[config.mk]
export PLATFORM = sky130hd
export DESIGN_NAME = prt_timer
export DESIGN_NICKNAME = d
export VERILOG_FILES = /design/src/inc/prt_pkg.sv /design/src/verilog/prt_timer.sv
export SDC_FILE = /design/constraint.sdc
export NUM_CORES = 1
export LEC_CHECK = 0
export BUFFER_PORTS_ARGS = -buffer_cell sky130_fd_sc_hd__buf_2
export CAP_MARGIN = 20
export CORE_UTILIZATION = 55
export CTS_CLUSTER_DIAMETER = 80
export DETAILED_ROUTE_END_ITERATION = 10
export PLACE_DENSITY = 0.93
export SYNTH_ARGS = -nofsm -noshare
export SYNTH_HDL_FRONTEND = slang
export SYNTH_SLANG_ARGS = --single-unit
[constraint.sdc]
create_clock -name clk_i -period 6.7 [get_ports clk_i]
set_clock_uncertainty 0.05 [all_clocks]
set_input_delay 1.675 -clock clk_i [delete_from_list [all_inputs] [get_ports clk_i]]
set_output_delay 1.675 -clock clk_i [all_outputs]
set_load 0.005 [all_outputs]
[src/inc/prt_pkg.sv]
// Constants, register map and field layout of the prescaled reload timer.
// Assumes one 50 MHz clock domain and a 32-bit APB master at the registers.
package prt_pkg;

    // ------------------------------------------------------------
    // Register map (byte addresses, one aligned word each)
    // ------------------------------------------------------------
    localparam int          PRT_AW       = 8;
    localparam logic [7:0]  PRT_A_CTRL   = 8'h00;
    localparam logic [7:0]  PRT_A_MODE   = 8'h04;
    localparam logic [7:0]  PRT_A_PRE    = 8'h08;
    localparam logic [7:0]  PRT_A_SEC    = 8'h0c;
    localparam logic [7:0]  PRT_A_PRI    = 8'h10;
    localparam logic [7:0]  PRT_A_ONE    = 8'h14;
    localparam logic [7:0]  PRT_A_ISTAT  = 8'h18;
    localparam logic [7:0]  PRT_A_IMASK  = 8'h1c;

    // ------------------------------------------------------------
    // Field positions and reset values
    // ------------------------------------------------------------
    localparam int          PRT_B_RUN    = 0;
    localparam int          PRT_B_STAT   = 1;
    localparam int          PRT_B_HALT   = 2;
    localparam int          PRT_B_UF     = 0;
    localparam logic [7:0]  PRT_ALL_ONES = 8'hff;
    localparam logic [7:0]  PRT_ZERO8    = 8'h00;
    localparam logic [2:0]  PRT_DIV8_END = 3'h7;

    // Count source encodings of the two-bit select field.
    typedef enum logic [1:0] {
        PRT_SRC_F1   = 2'b00,
        PRT_SRC_F8   = 2'b01,
        PRT_SRC_COMP = 2'b10,
        PRT_SRC_F2   = 2'b11
    } prt_src_t;

    // Mode configuration register, bits 7..0 of its word.
    typedef struct packed {
        logic       cutoff;       // Bit 7: count source cutoff.
        logic       rsvd6;        // Bit 6: reads zero.
        prt_src_t   src;          // Bits 5:4: count source select.
        logic       wr_target;    // Bit 3: write target select.
        logic       rsvd2;        // Bit 2: reads zero.
        logic [1:0] mode;         // Bits 1:0: mode, only basic mode acts.
    } prt_mode_t;

    localparam prt_mode_t   PRT_MODE_RST = '0;

endpackage : prt_pkg

[src/verilog/prt_timer.sv]
// Basic interval mode of an 8-bit prescaler cascaded with an 8-bit timer.
// Assumes an APB3 master on clk_i and a companion underflow pulse on clk_i.
//
// The register offsets and the APB slave port were left to the implementer.
`timescale 1ns/1ns
module prt_timer
    import prt_pkg::*;
(
    input  wire logic              clk_i,
    input  wire logic              rst_n_i,
    input  wire logic              psel_i,
    input  wire logic              penable_i,
    input  wire logic              pwrite_i,
    input  wire logic [PRT_AW-1:0] paddr_i,
    input  wire logic [31:0]       pwdata_i,
    input  wire logic              comp_uflow_i,
    output logic      [31:0]       prdata_o,
    output logic                   pready_o,
    output logic                   pslverr_o,
    output logic                   irq_o,
    output logic                   uflow_o
);

    // ------------------------------------------------------------
    // State
    // ------------------------------------------------------------
    prt_mode_t  mode_cfg;
    logic       run_req;
    logic       running;
    logic [7:0] pre_reload;
    logic [7:0] pri_reload;
    logic [7:0] sec_reload;
    logic [7:0] oneshot;
    logic [7:0] pre_cnt;
    logic [7:0] tmr_cnt;
    logic       pre_pend;
    logic       pri_pend;
    logic [2:0] div;
    logic       irq_stat;
    logic       irq_mask;

    // ------------------------------------------------------------
    // Bus decode
    // ------------------------------------------------------------
    // The slave answers in the second cycle of every transfer.
    wire        setup   = psel_i & ~penable_i;
    wire        acc     = psel_i & penable_i & pready_o;
    wire        wr      = acc & pwrite_i;
    wire        hit_ctl = paddr_i == PRT_A_CTRL;
    wire        hit_mod = paddr_i == PRT_A_MODE;
    wire        hit_pre = paddr_i == PRT_A_PRE;
    wire        hit_sec = paddr_i == PRT_A_SEC;
    wire        hit_pri = paddr_i == PRT_A_PRI;
    wire        hit_one = paddr_i == PRT_A_ONE;
    wire        hit_ist = paddr_i == PRT_A_ISTAT;
    wire        hit_imk = paddr_i == PRT_A_IMASK;
    wire        mapped  = hit_ctl | hit_mod | hit_pre | hit_sec | hit_pri | hit_one | hit_ist | hit_imk;
    wire        wr_ctl  = wr & hit_ctl;
    wire        halt    = wr_ctl & pwdata_i[PRT_B_HALT];
    wire        wr_pre  = wr & hit_pre;
    wire        wr_pri  = wr & hit_pri;
    wire [7:0]  wbyte   = pwdata_i[7:0];
    wire        rd_ist  = acc & ~pwrite_i & hit_ist;

    // Live counts are returned, not reload values.
    wire [7:0]  rbyte   = hit_ctl ? {5'h00, 1'b0, running, run_req}                             :
                          hit_mod ? {mode_cfg.cutoff, 1'b0, mode_cfg.src, mode_cfg.wr_target,
                                     1'b0, mode_cfg.mode}                                    :
                          hit_pre ? pre_cnt                                                   :
                          hit_pri ? tmr_cnt                                                   :
                          hit_ist ? {7'h00, irq_stat}                                         :
                          hit_imk ? {7'h00, irq_mask}                                         :
                                    PRT_ZERO8;

    // ------------------------------------------------------------
    // Count source
    // ------------------------------------------------------------
    // Divided clocks are strobes from one free running divider.
    wire        tick_f2  = div[0];
    wire        tick_f8  = div == PRT_DIV8_END;
    wire        src_sel  = (mode_cfg.src == PRT_SRC_F1)   ? 1'b1         :
                           (mode_cfg.src == PRT_SRC_F8)   ? tick_f8      :
                           (mode_cfg.src == PRT_SRC_COMP) ? comp_uflow_i :
                                                            tick_f2;
    // Stop takes effect on the edge of the write; the running flag clears on that same edge.
    wire        cnt_en   = run_req & ~halt & ~(wr_ctl & ~pwdata_i[PRT_B_RUN]);
    wire        src_tick = cnt_en & src_sel & ~mode_cfg.cutoff;
    wire        pre_uf   = src_tick & ~pre_pend & (pre_cnt == PRT_ZERO8);
    wire        tmr_uf   = pre_uf & ~pri_pend & (tmr_cnt == PRT_ZERO8);
    // A direct write goes to the counter only when stopped; a running write with the select bit clear is queued.
    wire        direct   = ~running;
    wire        both     = running & ~mode_cfg.wr_target;

    // ------------------------------------------------------------
    // Free running divider for f2 and f8
    // ------------------------------------------------------------
    always_ff @(posedge clk_i) begin
        if (!rst_n_i) begin
            div <= 3'h0;
        end else begin
            div <= div + 3'h1;
        end
    end

    // ------------------------------------------------------------
    // Control and configuration registers
    // ------------------------------------------------------------
    // The secondary and one-shot words are stored only; nothing reads them here.
    always_ff @(posedge clk_i) begin
        if (!rst_n_i) begin
            run_req  <= 1'b0;
            running  <= 1'b0;
            mode_cfg <= PRT_MODE_RST;
            oneshot  <= PRT_ZERO8;
            irq_mask <= 1'b0;
        end else begin
            if (halt) begin
                run_req <= 1'b0;
            end else if (wr_ctl) begin
                run_req <= pwdata_i[PRT_B_RUN];
            end
            running <= cnt_en;
            if (wr & hit_mod) begin
                mode_cfg <= prt_mode_t'({wbyte[7], 1'b0, wbyte[5:3], 1'b0, wbyte[1:0]});
            end
            if (wr & hit_one) begin
                oneshot <= wbyte;
            end
            if (wr & hit_imk) begin
                irq_mask <= pwdata_i[PRT_B_UF];
            end
        end
    end

    // ------------------------------------------------------------
    // Reload registers
    // ------------------------------------------------------------
    always_ff @(posedge clk_i) begin
        if (!rst_n_i) begin
            pre_reload <= PRT_ALL_ONES;
            pri_reload <= PRT_ALL_ONES;
            sec_reload <= PRT_ALL_ONES;
        end else if (halt) begin
            pre_reload <= PRT_ALL_ONES;
            pri_reload <= PRT_ALL_ONES;
            sec_reload <= PRT_ALL_ONES;
        end else begin
            if (wr_pre) begin
                pre_reload <= wbyte;
            end
            if (wr_pri) begin
                pri_reload <= wbyte;
            end
            if (wr & hit_sec) begin
                sec_reload <= wbyte;
            end
        end
    end

    // ------------------------------------------------------------
    // Prescaler counter
    // ------------------------------------------------------------
    // A write while running with the select bit clear is held pending until the next source tick,
    // so between ticks the counter changes only on a forced halt, which presets it to all ones.
    always_ff @(posedge clk_i) begin
        if (!rst_n_i) begin
            pre_cnt  <= PRT_ALL_ONES;
            pre_pend <= 1'b0;
        end else if (halt) begin
            pre_cnt  <= PRT_ALL_ONES;
            pre_pend <= 1'b0;
        end else if (wr_pre & direct) begin
            pre_cnt  <= wbyte;
            pre_pend <= 1'b0;
        end else if (src_tick) begin
            pre_cnt  <= (pre_pend | pre_uf) ? pre_reload : pre_cnt - 8'h01;
            pre_pend <= wr_pre & both;
        end else if (wr_pre & both) begin
            pre_pend <= 1'b1;
        end
    end

    // ------------------------------------------------------------
    // Timer counter
    // ------------------------------------------------------------
    always_ff @(posedge clk_i) begin
        if (!rst_n_i) begin
            tmr_cnt  <= PRT_ALL_ONES;
            pri_pend <= 1'b0;
        end else if (halt) begin
            tmr_cnt  <= PRT_ALL_ONES;
            pri_pend <= 1'b0;
        end else if (wr_pri & direct) begin
            tmr_cnt  <= wbyte;
            pri_pend <= 1'b0;
        end else if (pre_uf) begin
            tmr_cnt  <= (pri_pend | tmr_uf) ? pri_reload : tmr_cnt - 8'h01;
            pri_pend <= wr_pri & both;
        end else if (wr_pri & both) begin
            pri_pend <= 1'b1;
        end
    end

    // ------------------------------------------------------------
    // Interrupt status, mask and outputs
    // ------------------------------------------------------------
    // A read clears only the bit that it returned, and a new underflow wins.
    wire next_stat = (irq_stat & ~(rd_ist & prdata_o[PRT_B_UF])) | tmr_uf;

    always_ff @(posedge clk_i) begin
        if (!rst_n_i) begin
            irq_stat <= 1'b0;
            irq_o    <= 1'b0;
            uflow_o  <= 1'b0;
        end else begin
            irq_stat <= next_stat;
            irq_o    <= next_stat & irq_mask;
            uflow_o  <= tmr_uf;
        end
    end

    // ------------------------------------------------------------
    // APB answer
    // ------------------------------------------------------------
    always_ff @(posedge clk_i) begin
        if (!rst_n_i) begin
            pready_o  <= 1'b0;
            pslverr_o <= 1'b0;
            prdata_o  <= 32'h0000_0000;
        end else begin
            pready_o  <= setup;
            pslverr_o <= setup & ~mapped;
            if (setup) begin
                prdata_o <= {24'h00_0000, rbyte};
            end
        end
    end

    // ------------------------------------------------------------
    // Assertions
    // ------------------------------------------------------------
    // Software the checks below assume no source change while counting.
    AST_UF_RELOAD: assert property (@(posedge clk_i) disable iff (!rst_n_i)
        (tmr_uf && !wr_pri && !halt) |=> tmr_cnt == $past(pri_reload))
        else $error("Timer did not reload from primary on underflow.");
    AST_IRQ_SET: assert property (@(posedge clk_i) disable iff (!rst_n_i)
        tmr_uf |=> irq_stat && uflow_o)
        else $error("Underflow did not raise interrupt status.");
    AST_HALT_PRESET: assert property (@(posedge clk_i) disable iff (!rst_n_i)
        halt |=> !run_req && pre_cnt == PRT_ALL_ONES && tmr_cnt == PRT_ALL_ONES
                 && pri_reload == PRT_ALL_ONES && sec_reload == PRT_ALL_ONES)
        else $error("Forced halt did not stop and preset.");
    AST_HALT_NOW: assert property (@(posedge clk_i) disable iff (!rst_n_i)
        halt |-> !src_tick ##1 (!running) [*2])
        else $error("Counting continued on the forced halt edge.");
    AST_STOP_HOLD: assert property (@(posedge clk_i) disable iff (!rst_n_i)
        (!run_req && !wr_pre && !wr_pri && !halt) |=> $stable(pre_cnt) && $stable(tmr_cnt))
        else $error("Counters moved while stopped.");
    AST_START: assert property (@(posedge clk_i) disable iff (!rst_n_i)
        (wr_ctl && pwdata_i[PRT_B_RUN] && !halt) |=> run_req ##1 running)
        else $error("Run request did not start counting.");
    AST_F8: assert property (@(posedge clk_i) disable iff (!rst_n_i)
        (src_tick && mode_cfg.src == PRT_SRC_F8) |-> div == PRT_DIV8_END)
        else $error("Divide by eight ticked off its strobe.");
    AST_RELOAD_ONLY: assert property (@(posedge clk_i) disable iff (!rst_n_i)
        (wr_pre && running && mode_cfg.wr_target && !halt) |=> !pre_pend && pre_reload == $past(wbyte))
        else $error("Reload-only write touched the prescaler counter.");
    AST_BOTH_PEND: assert property (@(posedge clk_i) disable iff (!rst_n_i)
        (wr_pri && running && !mode_cfg.wr_target && !halt && !pre_uf) |=> pri_pend)
        else $error("Running write did not queue the timer load.");
    AST_READ_LIVE: assert property (@(posedge clk_i) disable iff (!rst_n_i)
        (setup && hit_pre) |=> prdata_o[7:0] == $past(pre_cnt))
        else $error("Prescaler read did not return the live count.");
    AST_STOP_WRITE: assert property (@(posedge clk_i) disable iff (!rst_n_i)
        (wr_pri && !running && !halt) |=> tmr_cnt == $past(wbyte))
        else $error("Stopped write did not reach the timer counter.");

    COV_UFLOW:  cover property (@(posedge clk_i) disable iff (!rst_n_i) tmr_uf);
    COV_HALT:   cover property (@(posedge clk_i) disable iff (!rst_n_i) running && halt);
    COV_RELOAD: cover property (@(posedge clk_i) disable iff (!rst_n_i) wr_pre && running && mode_cfg.wr_target);
    COV_IRQ:    cover property (@(posedge clk_i) disable iff (!rst_n_i) irq_o);

endmodule : prt_timer
Word-level counts from Yosys, hierarchy flattened
Index checks and enable logic that the tools add are counted.
Widths: inputs -> output; s select.
{ "word_totals": {"regBits": 59, "inputBits": 46, "output_inout_bits": 36, "word_cells": 116} }
{ "op_classes": {"n_addsub": 3, "eq_ne": 10, "n_mux": 19, "n_bitwise": 53, "n_reduce_logical": 11} }
{ "op_table": {"columns": ["cell", "count"], "rows": [
  ["$mux 8", 10],
  ["$eq 8x5->1 const B", 4],
  ["$and 1x1->1", 30],
  ["$logic_not 8->1", 3],
  ["$eq 8x4->1 const B", 2],
  ["$sub 8x1->8 const B", 2],
  ["$not 1->1", 13],
  ["$or 1x1->1", 10],
  ["$mux 1", 9],
  ["$eq 8x3->1 const B", 1],
  ["$reduce_bool 2->1", 4],
  ["$reduce_or 3->1", 2],
  ["$add 3x1->3 const B", 1],
  ["$eq 3x3->1 const B", 1],
  ["$eq 2x1->1 const B", 1],
  ["$eq 2x2->1 const B", 1],
  ["$logic_not 2->1", 1],
  ["$reduce_or 2->1", 1]
]} }

Depth between registers and ports, before layout
Gate-level depths: netlist of the first run.
{ "depth": {"word_depth": 18, "ltp_mapped": 9, "mapped_depth_nobuf": 7} }

Least setup slack after synthesis of the first run
OpenSTA, ideal clock, no wires.
{ "synth_path": {"path_type": "input port to flip-flop", "start": "in paddr_i[3]", "end": "reg tmr_cnt[0]", "t_arrival_ps": 3385, "required_ps": 6504, "setup_slack_ps": 3119, "stages": 8, "n_path_buf": 3, "cell_sequence": "buf_4 > or4_4 > buf_6 > or4_1 > buf_2 > o21ai_0 > o311a_1 > o21ai_0"} }
{ "synth_via": {"elab_chain_cells": 16, "elab_cells_between_ends": 23, "classes_between": "1 x eq/ne; 3 x mux; 16 x bitwise; 3 x reduce/logical"} }
{ "synth_lines": {"columns": ["item", "line_no", "rtl"], "rows": [
  ["from (decl)", "prt_timer.sv:14", "input wire logic [PRT_AW-1:0] paddr_i,"],
  ["$logic_not 8->1", "prt_timer.sv:49", "wire hit_ctl = paddr_i == PRT_A_CTRL;"],
  ["$and 1x1->1", "prt_timer.sv:58", "wire wr_ctl = wr & hit_ctl;"],
  ["$and 1x1->1", "prt_timer.sv:59", "wire halt = wr_ctl & pwdata_i[PRT_B_HALT];"],
  ["$not 1->1", "prt_timer.sv:86", "wire cnt_en = run_req & ~halt & ~(wr_ctl & ~pwdata_i[PRT_B_RUN]);"],
  ["$and 1x1->1 (2 in series)", "prt_timer.sv:86", null],
  ["$and 1x1->1 (2 in series)", "prt_timer.sv:87", "wire src_tick = cnt_en & src_sel & ~mode_cfg.cutoff;"],
  ["$and 1x1->1 (2 in series)", "prt_timer.sv:88", "wire pre_uf = src_tick & ~pre_pend & (pre_cnt == PRT_ZERO8);"],
  ["$and 1x1->1 (2 in series)", "prt_timer.sv:89", "wire tmr_uf = pre_uf & ~pri_pend & (tmr_cnt == PRT_ZERO8);"],
  ["$or 1x1->1", "prt_timer.sv:197", "tmr_cnt <= (pri_pend | tmr_uf) ? pri_reload : tmr_cnt - 8'h01;"],
  ["$mux 8", "prt_timer.sv:197", null],
  ["$mux 8", "prt_timer.sv:196", "end else if (pre_uf) begin"],
  ["$mux 8", "prt_timer.sv:193", "end else if (wr_pri & direct) begin"],
  ["to (signal assigned)", "prt_timer.sv:194", "tmr_cnt <= wbyte;"],
  ["to (signal assigned)", "prt_timer.sv:197", null],
  ["to (decl)", "prt_timer.sv:35", "logic [7:0] tmr_cnt;"]
]} }
Parallel ways exist; a longest one is shown, timed or not. The select of a mux whose other input is x is not followed.
A chain may end at the register's enable or synchronous reset.

Final worst setup path of the first run
{ "layout_path": {"start": "in paddr_i[4]", "end": "reg pre_pend"} }
{ "layout_via": {"elab_chain_cells": 9, "elab_cells_between_ends": 17, "classes_between": "1 x eq/ne; 1 x mux; 12 x bitwise; 3 x reduce/logical"} }
{ "layout_lines": {"columns": ["item", "line_no", "rtl"], "rows": [
  ["$logic_not 8->1", "prt_timer.sv:49", null],
  ["$and 1x1->1", "prt_timer.sv:58", null],
  ["$and 1x1->1", "prt_timer.sv:59", null],
  ["$not 1->1", "prt_timer.sv:86", null],
  ["$and 1x1->1 (2 in series)", "prt_timer.sv:86", null],
  ["$and 1x1->1 (2 in series)", "prt_timer.sv:87", null],
  ["$mux 1 or $reduce_bool 2->1 (tied branches)", null, null],
  ["to (signal assigned)", "prt_timer.sv:177", "pre_pend <= wr_pre & both;"],
  ["to (decl)", "prt_timer.sv:36", "logic pre_pend;"]
]} }
Parallel ways exist; a longest one is shown, timed or not.

==> summary.txt, run 1 <==
Run status
  – Status: complete, no violations

STA
  – Hold slack: 0.395 ns
  – Setup TNS: 0 ns
  – Final setup margin: 3.01 ns
  – Crit share post-route: 55.1%
  – Final hold vios: 0
  – Max Slew Vio Count: 0
  – Slew headroom: 31.9%
  – Minimum clock period: 3.69 ns
  – Max Clk Rate: 271 MHz
  – RSZ-0062 raised after global routing: no
  – Final setup violation count: 0
  – Worst-Margin Slew: 1.02 ns

Placement
  – GP Congestion: 0.922
  – DP Wirelength: 5700 um
  – Placement Cell Area: 0.00333 mm2
  – Pre-CTS setup slack: 2.65 ns
  – IO buf count: 33

Floorplanning
  – Die area: 0.00632 mm2
  – Starting density of the core: 58.5%
  – Number of core rows: 27
  – Area of the core: 0.00564 mm2
  – Die Ht: 79.5 um
  – DIE WIDTH: 79.5 um
  – Ports: 82

Power and ir drop
  – PnR Total Power: 803 uW
  – Power Density: 224 mW/mm2
  – Leak pwr: 1.53 nW
  – VDD IR max: 0.247 mV

Worst setup path
  – Worst setup path class: primary input to flip-flop
  – Arrival time at the worst endpoint: 3.90 ns
  – Worst path max stage delay: 0.70 ns
  – CP Max Fanout: 25
  – CP Capture Type: flip-flop
  – Crit-path slowest cell: or4_1
  – Critical path cell sequence: buf_2 -> or4_1 -> or3_1 -> o21a_1 -> and3_1
  – Worst path bufs/invs: 1
  – CP required: 6.90 ns
  – CP Launch Type: primary input
  – CP delay by family, top: simple AND/OR/NAND/NOR gates

Clock network
  – Clk_lat worst skew: 0.36 ns
  – CTS Buf Count: 9
  – Htree depth: 3
  – Root Buffer: clkbuf_8
  – Deepest clock path buffer count: 2
  – # resized after CTS: 0
  – Hold buffers post-CTS: 0
  – CTS tree: done
  – CTS Sinks: 59
  – Post-CTS Setup Bufs: 0
  – Clock slew at reported path FFs: 0.07 ns

Logic synthesis
  – Most used flip-flop cell after synthesis: dfxtp_1
  – Warnings, synthesis: 0
  – Mapped Area: 0.00330 mm2
  – Syn Area/Cell: 8.47 um2
  – Post-synth EDFFs: 0
  – Async set-reset flop share out of synthesis: 0%
  – Sequential area share after synthesis: 35.8%
  – Number of synthesized register bits: 59
  – Post-synth cell types: 62
  – Cells after synthesis: 390

Routing
  – Post-DRT Antenna Nets: 0
  – Detailed Routing Iterations Pass 1: 6
  – # DRC: 0
  – Detailed-route via count: 3053
  – Initial drt markers: 211
  – Post-Route WL: 8360 um
  – Routed vias/inst: 6.24
  – WL/cell: 17.1 um

Cells and area
  – Area Growth Syn to Fin: 8.49%
  – Share of cells above drive strength 1: 15.8%
  – Storage element area: 0.00118 mm2
  – Finished Cell Area: 0.00358 mm2
  – Number of nets in the layout: 462
  – Fillers: 481
  – # diodes: 0
  – Multi-input combinational cell area: 0.00186 mm2

GRT
  – First-pass GRT wire length: 13900 um
  – Largest net degree at the start of global routing: 26
  – Initial antenna violation count: 0
  – Vias in the first global route: 2793
  – Remaining Overflow, GRT: 0
  – Total GRT Usage: 29.1%

Hold path
  – HP Class: flip-flop to flip-flop

Flow run
  – Maxcap violations: 0
==> stage by stage <==
stage / utilization [%] / cells
final: 63.5 / 489
after detailed placement: 59.0 / 471
after global placement: 59.0 / 471
after CTS: 63.3 / 487
after floorplan: - / 413
after global routing: 63.5 / 489
==> where the power goes <==
group	internal, mW	switching (mW)	leakage (nW)	total, mW
logic	0.0152	0.0291	0.931	0.0443
clock network	0.246	0.156	0.119	0.402
registers	0.355	0.00198	0.479	0.357
total	0.616	0.187	1.53	0.803
==> synth_stat cells (all sizes together), types with 2 or more instances <==
cell | number | area [um2]
clkbuf | 10 | 37.5
nor2 | 14 | 55.1
nor2b | 6 | 37.5
xnor2 | 7 | 61.3
inv | 8 | 30.0
nor4b | 3 | 26.3
a31oi | 13 | 81.3
o21a | 2 | 15.0
o31ai | 2 | 20.0
or4 | 4 | 33.8
o211a | 8 | 80.1
nor4 | 8 | 71.3
o22ai | 2 | 12.5
o21ai | 9 | 67.6
nand3 | 28 | 140
o31a | 3 | 26.3
xor2 | 2 | 17.5
mux2i | 7 | 70.1
o211ai | 15 | 118
or3 | 3 | 18.8
nand2b | 3 | 18.8
buf | 37 | 277
or4b | 2 | 20.0
nand2 | 57 | 216
a21oi | 10 | 53.8
nand4 | 4 | 25.0
a222oi | 4 | 40.0
dfxtp | 59 | 1180
a22oi | 2 | 15.0
and2 | 15 | 93.8
a2111oi | 2 | 36.3
nor3 | 12 | 60.1
ha | 4 | 50.1
a21boi | 8 | 60.1
and3 | 4 | 25.0
==> per-layer routing <==
| metal | GRT usage [%] | share of wire [%] |
|---|---|---|
| met5 | 0 | 0 |
| met4 | 14.7 | 3.2 |
| met3 | 9.60 | 9.7 |
| met2 | 43.9 | 46 |
| met1 | 36.7 | 41 |
==> cell families after synthesis <==
| family | count (synthesis) | share of synthesized area (%) |
|---|---|---|
| AOI/OAI and AO/OA | 88 | 21.1 |
| xor gates and xnor gates | 9 | 2.39 |
| adders and majority gates | 4 | 1.52 |
| buffers and inverters | 55 | 10.4 |
| DFF | 59 | 35.8 |
| muxes | 8 | 2.46 |
| other | 1 | 0.114 |
| and+or+nand+nor | 166 | 26.2 |
==> area by class of cell <==
class | count | area share [%]
Inverter | 8 | 0.838
Multi-Input combinational cell | 299 | 52.0
Sequential cell | 59 | 33.0
Tap cell | 72 | 2.51
Clock buffer | 9 | 3.46
Clock inverter | 7 | 3.25
Timing Repair Buffer | 35 | 4.96
==> cells in the final DEF, fill, tap and decap left out, drive strengths merged, types with 10 or more instances in the layout <==
master	count
and2	15
clkbuf	10
dfxtp	59
o211ai	15
conb	24
nand2	57
a21oi	10
buf	34
nand3	28
a31oi	13
nor3	12
nor2	14
==> state kept, by name, indices dropped and copies added (netlist names), 3 cells and up <==
register    cells
div             3
mode_cfg        6
pri_reload      8
tmr_cnt         8
prdata_o        8
pre_cnt         8
pre_reload      8
==> path summary, 6_finish.rpt <==
kind | start | end | slack, ns | cells after the start
min reg2reg | div[0] | div[0] | 0.39 | 1
max reg2reg | pre_cnt[0] | pre_cnt[4] | 4.22 | 8
max | paddr_i[4] | pre_pend | 3.01 | 5
min | div[0] | div[0] | 0.39 | 1
Note: power is estimated with default switching activity, not from simulation.
==> run 2: changes to the inputs <==
--- a/config.mk
+++ b/config.mk
@@ -7,10 +7,10 @@
 export LEC_CHECK = 0
 export BUFFER_PORTS_ARGS = -buffer_cell sky130_fd_sc_hd__buf_2
 export CAP_MARGIN = 20
-export CORE_UTILIZATION = 55
+export CORE_UTILIZATION = 53
 export CTS_CLUSTER_DIAMETER = 80
 export DETAILED_ROUTE_END_ITERATION = 10
-export PLACE_DENSITY = 0.93
+export PLACE_DENSITY = 0.9
 export SYNTH_ARGS = -nofsm -noshare
 export SYNTH_HDL_FRONTEND = slang
 export SYNTH_SLANG_ARGS = --single-unit
==> constraint.sdc (replaced) <==
create_clock -name clk_i -period 3.4 [get_ports clk_i]
set_clock_uncertainty 0.05 [all_clocks]
set_input_delay 0.85 -clock clk_i [delete_from_list [all_inputs] [get_ports clk_i]]
set_output_delay 0.85 -clock clk_i [all_outputs]
set_load 0.005 [all_outputs]
==> summary.txt, run 2 (synthesized netlist as in run 1, its figures left out) <==
Run status
  – Status: complete, no violations (unchanged)

Clock network
  – Htree depth: 3 (unchanged)
  – Post-CTS Setup Bufs: 0 (unchanged)
  – Root Buffer: clkbuf_8 (unchanged)
  – Deepest clock path buffer count: 2 (unchanged)
  – # resized after CTS: 0 (unchanged)
  – Clk_lat worst skew: 0.35 ns (was 0.36 ns)
  – CTS Sinks: 59 (unchanged)
  – CTS tree: done (unchanged)
  – Hold buffers post-CTS: 0 (unchanged)
  – Clock slew at reported path FFs: 0.07 ns (about the same)
  – CTS Buf Count: 9 (unchanged)

Worst setup path
  – Critical path startpoint: paddr_i[4] (unchanged)
  – CP Max Fanout: 7 (was 25)
  – RR Startpoint: div[0] (was pre_cnt[0])
  – Crit-path slowest cell: or4_1 (unchanged)
  – Stages on worst setup path: 8 (was 5)
  – CP Launch Type: primary input (unchanged)
  – Worst path bufs/invs: 3 (was 1)
  – CP Capture Type: flip-flop (unchanged)
  – Arrival time at the worst endpoint: 2.88 ns (was 3.90 ns)
  – CP delay by family, top: simple AND/OR/NAND/NOR gates (unchanged)
  – Most frequent CP cell: buf_4
  – Worst setup path class: primary input to flip-flop (unchanged)
  – CP required: 3.58 ns (was 6.90 ns)
  – Worst path max stage delay: 0.59 ns (was 0.70 ns)
  – Critical path cell sequence: buf_2 -> or4_1 -> buf_4 -> a2111oi_4 -> nand3b_1 -> buf_4 -> o311a_1 -> o21ai_0 (was buf_2 -> or4_1 -> or3_1 -> o21a_1 -> and3_1)
  – Worst R2R Path Depth: 8 (unchanged)

GRT
  – Remaining Overflow, GRT: 0 (unchanged)
  – Vias in the first global route: 2763 (was 2793)
  – Initial antenna violation count: 0 (unchanged)
  – Largest net degree at the start of global routing: 24 (was 26)
  – First-pass GRT wire length: 13200 um (was 13900 um)
  – Total GRT Usage: 26.8% (was 29.1%)

Floorplanning
  – Die area: 0.00655 mm2 (was 0.00632 mm2)
  – DIE WIDTH: 80.9 um (was 79.5 um)
  – Starting density of the core: 55.4% (was 58.5%)
  – Area of the core: 0.00596 mm2 (was 0.00564 mm2)
  – Die Ht: 80.9 um (was 79.5 um)
  – Ports: 82 (unchanged)
  – Number of core rows: 28 (was 27)

Placement
  – DP Wirelength: 5710 um (was 5700 um)
  – IO buf count: 33 (unchanged)
  – GP Congestion: 0.879 (was 0.922)
  – Placement Cell Area: 0.00341 mm2 (was 0.00333 mm2)

Hold path
  – HP Class: flip-flop to flip-flop (unchanged)
  – Hold Startpoint: div[0] (unchanged)
  – Hold Path Stages: 1 (unchanged)

STA
  – Max Clk Rate: 371 MHz
  – Max Slew Vio Count: 0 (unchanged)
  – RSZ-0062 raised after global routing: no (unchanged)
  – Final setup violation count: 0 (unchanged)
  – Setup TNS: 0 ns (unchanged)
  – Minimum clock period: 2.70 ns
  – Slew headroom: 28.8% (was 31.9%)
  – Worst-Margin Slew: 1.06 ns (was 1.02 ns)
  – Final hold vios: 0 (unchanged)
  – Crit share post-route: 79.4%
  – Hold slack: 0.414 ns (was 0.395 ns)

Routing
  – Detailed Routing Iterations Pass 1: 5 (was 6)
  – Routed vias/inst: 5.98 (was 6.24)
  – Detailed-route via count: 2994 (was 3053)
  – # DRC: 0 (unchanged)
  – WL/cell: 16.0 um (was 17.1 um)
  – Post-Route WL: 8000 um (was 8360 um)
  – Initial drt markers: 195 (was 211)
  – Post-DRT Antenna Nets: 0 (unchanged)

Flow run
  – Maxcap violations: 0 (unchanged)

Cells and area
  – Multi-input combinational cell area: 0.00186 mm2 (unchanged)
  – Most frequent cells in the layout: dfxtp_1, nand2_1, buf_2 (unchanged)
  – Finished Cell Area: 0.00367 mm2 (was 0.00358 mm2)
  – Storage element area: 0.00118 mm2 (unchanged)
  – Fillers: 496 (was 481)
  – Area Growth Syn to Fin: 11.3% (was 8.49%)
  – Most common cell after layout, fill and taps aside: dfxtp_1 (unchanged)
  – # diodes: 0 (unchanged)
  – Number of nets in the layout: 471 (was 462)
  – Share of cells above drive strength 1: 17.6% (was 15.8%)

Power and ir drop
  – Leak pwr: 1.59 nW (was 1.53 nW)
  – Part of the power in combinational logic: 5.4% (was 5.5%)
  – Internal power: 1.28 mW (was 616 uW)
  – Psw: 343 uW (was 187 uW)
  – Clock Power Share: 51.2% (was 50.1%)
  – Power Density: 441 mW/mm2 (was 224 mW/mm2)
  – Flop pwr share: 43.5% (was 44.4%)
  – VDD IR max: 0.316 mV (was 0.247 mV)
  – Sw Ratio: 21.2% (was 23.3%)
[run 2: final timing paths]
path / end / slack, ns
setup / recovery: tmr_cnt[0] / 0.70
hold / removal: div[0] / 0.41
setup reg to reg: tmr_cnt[0] / 0.98
hold reg to reg: div[0] / 0.41
[run 2: per-layer routing]
metal	share of wire (%)	GRT usage, %	vias up
met5	0	0	-
met4	2.5	14.6	0
met3	6.4	6.40	25
met2	47	41.8	124
met1	44	34.1	1414
li1	-	-	1431
[run 2: power by group through the flow]
stage	clock network, mW	registers [mW]	logic, mW
finish	0.829	0.704	0.0872
floorplan	0	0.720	0.0728
detailed placement	0	0.719	0.0858
CTS	0.842	0.704	0.0864
global route	0.867	0.705	0.0966
global placement	0	0.719	0.0840
[run 2: area by class of cell]
| class | instances | share of cell area (%) |
|---|---|---|
| clock inverter | 4 | 2.59 |
| multi-input combinational | 299 | 50.7 |
| tap | 75 | 2.55 |
| timing repair buffer | 44 | 6.68 |
| sequential | 59 | 32.2 |
| inverter | 8 | 0.817 |
| clock buffer | 12 | 4.50 |
[run 2: stage by stage]
stage / power [mW] / std cells / setup WS, ns / util [%]
floorplan: 0.792 / 413 / 0.644 / -
global placement: 0.803 / 484 / 0.430 / 57.2
detailed placement: 0.805 / 484 / 0.401 / 57.2
CTS: 1.63 / 500 / 0.682 / 61.6
global route: 1.67 / 501 / 0.617 / 61.7
finish: 1.62 / 501 / 0.702 / 61.7
==> run 3: changes to the inputs <==
--- a/config.mk
+++ b/config.mk
@@ -5,12 +5,13 @@
 export SDC_FILE = /design/constraint.sdc
 export NUM_CORES = 1
 export LEC_CHECK = 0
+export ABC_AREA = 1
 export BUFFER_PORTS_ARGS = -buffer_cell sky130_fd_sc_hd__buf_2
 export CAP_MARGIN = 20
-export CORE_UTILIZATION = 53
+export CORE_UTILIZATION = 48
 export CTS_CLUSTER_DIAMETER = 80
 export DETAILED_ROUTE_END_ITERATION = 10
-export PLACE_DENSITY = 0.9
+export PLACE_DENSITY = 0.87
 export SYNTH_ARGS = -nofsm -noshare
 export SYNTH_HDL_FRONTEND = slang
 export SYNTH_SLANG_ARGS = --single-unit
==> constraint.sdc (replaced) <==
create_clock -name clk_i -period 2.4 [get_ports clk_i]
set_clock_uncertainty 0.05 [all_clocks]
set_input_delay 0.6 -clock clk_i [delete_from_list [all_inputs] [get_ports clk_i]]
set_output_delay 0.6 -clock clk_i [all_outputs]
set_load 0.005 [all_outputs]
==> summary.txt, run 3 <==
STA
  – Final hold vios: 0 (unchanged)
  – Hold slack: 0.402 ns (was 0.414 ns)
  – Setup TNS: 0 ns (unchanged)
  – Slew headroom: 63.5% (was 28.8%)
  – RSZ-0062 raised after global routing: no (unchanged)
  – Worst-Margin Slew: 0.544 ns (was 1.06 ns)
  – Max Clk Rate: 476 MHz
  – Final setup violation count: 0 (unchanged)
  – Max Slew Vio Count: 0 (unchanged)
  – Minimum clock period: 2.10 ns
  – Final setup margin: 0.298 ns (was 0.702 ns)
  – Crit share post-route: 87.6%

GRT
  – Remaining Overflow, GRT: 0 (unchanged)
  – Vias in the first global route: 2867 (was 2763)
  – Total GRT Usage: 23.7% (was 26.8%)
  – Initial antenna violation count: 0 (unchanged)
  – First-pass GRT wire length: 13200 um (about the same)
  – Largest net degree at the start of global routing: 20 (was 24)

Logic synthesis
  – Post-synth EDFFs: 0 (unchanged)
  – Async set-reset flop share out of synthesis: 0% (unchanged)
  – Post-synth top area share: 35.5% (was 35.8%)
  – Synth Area in XOR/XNOR: 3.16% (was 2.39%)
  – Warnings, synthesis: 0 (unchanged)
  – Post-synth cell types: 36 (was 62)
  – Most used flip-flop cell after synthesis: dfxtp_1 (unchanged)
  – Post-synthesis mux area share: 0% (was 2.46%)
  – Cells after synthesis: 467 (was 390)
  – Mapped Area: 0.00333 mm2 (was 0.00330 mm2)
  – Compound-Gate Fraction of Synth Area: 11.8% (was 21.1%)
  – Syn Area/Cell: 7.13 um2 (was 8.47 um2)
  – Commonest cells in the netlist: nand2_1, inv_1, nand3_1, dfxtp_1, a21oi_1 (was dfxtp_1, nand2_1, nand3_1, buf_4, and2_1)
  – Top-count cell post-synth: nand2_1 (was dfxtp_1)
  – Main combinational cell family by area after synthesis: simple AND/OR/NAND/NOR gates (unchanged)
  – Cell taking the most area after synthesis: dfxtp_1 (unchanged)
  – Sequential area share after synthesis: 35.5% (was 35.8%)
  – Adder-cell share of the synthesized area: 1.50% (was 1.52%)
  – Area contributors post-synth: dfxtp_1, nand2_1, nand3_1, inv_1, a21oi_1 (was dfxtp_1, nand2_1, buf_4, nand3_1, o211ai_1)
  – Number of synthesized register bits: 59 (unchanged)
  – Synth Area in Simple Gates: 32.6% (was 26.2%)

Routing
  – Routed vias/inst: 5.29 (was 5.98)
  – Post-Route WL: 7790 um (was 8000 um)
  – WL/cell: 13.2 um (was 16.0 um)
  – Detailed-route via count: 3131 (was 2994)
  – Post-DRT Antenna Nets: 0 (unchanged)
  – # DRC: 0 (unchanged)
  – Initial drt markers: 289 (was 195)
  – Detailed Routing Iterations Pass 1: 6 (was 5)

Floorplanning
  – Starting density of the core: 51.0% (was 55.4%)
  – Ports: 82 (unchanged)
  – Area of the core: 0.00653 mm2 (was 0.00596 mm2)
  – DIE WIDTH: 85.3 um (was 80.9 um)
  – Number of core rows: 29 (was 28)
  – Die Ht: 85.3 um (was 80.9 um)
  – Die area: 0.00727 mm2 (was 0.00655 mm2)

Cells and area
  – Final Util: 56.3% (was 61.7%)
  – Most common cell after layout, fill and taps aside: nand2_1 (was dfxtp_1)
  – Number of nets in the layout: 561 (was 471)
  – Share of cells above drive strength 1: 17.5% (was 17.6%)
  – Area Growth Syn to Fin: 10.4% (was 11.3%)
  – # diodes: 0 (unchanged)
  – Fillers: 606 (was 496)
  – Most frequent cells in the layout: nand2_1, inv_1, nand3_1 (was dfxtp_1, nand2_1, buf_2)

Clock network
  – Htree depth: 3 (unchanged)
  – CTS tree: done (unchanged)
  – Clock slew at reported path FFs: 0.06 ns (was 0.07 ns)
  – # resized after CTS: 0 (unchanged)
  – Post-CTS Setup Bufs: 0 (unchanged)
  – Clk_lat worst skew: 0.35 ns (about the same)
  – CTS Buf Count: 9 (unchanged)
  – Deepest clock path buffer count: 2 (unchanged)
  – CTS Sinks: 59 (unchanged)
  – Hold buffers post-CTS: 0 (unchanged)
  – Root Buffer: clkbuf_8 (unchanged)

Placement
  – Pre-CTS setup slack: 0.212 ns (was 0.401 ns)
  – GP Congestion: 0.956 (was 0.879)
  – DP Wirelength: 5870 um (was 5710 um)
  – IO buf count: 33 (unchanged)

Hold path
  – HP Class: flip-flop to flip-flop (unchanged)
  – Hold Path Stages: 1 (unchanged)

Worst setup path
  – CP delay by family, top: simple AND/OR/NAND/NOR gates (unchanged)
  – Worst path bufs/invs: 1 (was 3)
  – Critical path cell sequence: inv_1 -> ha_1 -> nand3_2 -> nor4_4 -> nand2_8 -> nand2_2 -> nand2_1 -> nand3_1 -> nand3_1 (was buf_2 -> or4_1 -> buf_4 -> a2111oi_4 -> nand3b_1 -> buf_4 -> o311a_1 -> o21ai_0)
  – CP Capture Type: flip-flop (unchanged)
  – Stages on worst setup path: 9 (was 8)
  – Arrival time at the worst endpoint: 2.29 ns (was 2.88 ns)
  – Worst R2R Path Depth: 9 (was 8)
  – Worst setup path class: flip-flop to flip-flop (was primary input to flip-flop)
  – CP Max Fanout: 19 (was 7)
  – CP required: 2.58 ns (was 3.58 ns)
  – Crit-path slowest cell: nor4_4 (was or4_1)
  – CP Launch Type: flip-flop (was primary input)
  – Worst path max stage delay: 0.43 ns (was 0.59 ns)
  – Most frequent CP cell: nand3_1 (was buf_4)

Run status
  – Status: complete, no violations (unchanged)

Power and ir drop
  – Leak pwr: 1.93 nW (was 1.59 nW)
  – VDD IR max: 0.455 mV (was 0.316 mV)
  – PnR Total Power: 1.87 mW (was 1.62 mW)
  – Power Density: 510 mW/mm2 (was 441 mW/mm2)

Flow run
  – Maxcap violations: 0 (unchanged)
==> run 3: cell types whose count changed after synthesis, sizes merged, moves of 13 or more <==
cell and delta:
inv +61, a31oi -13, and2 -15, a21oi +32
nand3 +38, nor2 +26, nand2 +36
==> run 3: metrics by stage <==
stage / instance area (um2) / std cells
final: 3670 / 592
after global routing: 3670 / 592
after CTS: 3670 / 592
after detailed placement: 3510 / 577
after global placement: 3510 / 577
after floorplan: 3410 / 490
==> run 3: worst register-to-register path: cells and delay by family (launching register included) <==
kind          cells  cell delay, ns
fa+ha+maj         1            0.26
buf+inv           1            0.17
flops             1            0.32
simple gates      7            1.18
==> run 3: final timing paths <==
kind	from	end	slack, ns
setup / recovery	pre_cnt[0]	pre_cnt[3]	0.30
hold / removal	div[0]	div[0]	0.40
setup reg to reg	pre_cnt[0]	pre_cnt[3]	0.30
hold reg to reg	div[0]	div[0]	0.40
==> run 3: layout make-up <==
type	count	area [um2]	area share, %
well taps	77	96.3	2.62
clock buffers	13	149	4.05
multi-input cells	325	1730	47.0
flip-flops and latches	59	1180	32.1
inverters	74	278	7.56
clock inverters	2	12.5	0.340
repair buffers	42	233	6.33
==> run 3: report_power, final <==
group / switching, mW / internal (mW)
logic: 0.0758 / 0.0340
registers: 0.00354 / 0.987
clock network: 0.377 / 0.396
==> run 3: routing by layer <==
layer,vias up,wire length [um],global-route usage (%),part of all wire [%]
li1,1548,-,-,-
met1,1425,3320,29.9,43
met2,136,3740,38.9,48
met3,22,577,7.00,7.4
met4,0,155,7.88,2.0
met5,-,0,0,0
==> run 3: logic make-up (layout without fill, tap and decap cells) <==
family,count (synthesis),in the layout
simple gates,213,213
flops,59,59
other cells,1,24
xor+xnor,12,12
buf+inv,106,131
fa+ha+maj,4,4
compound gates,72,72
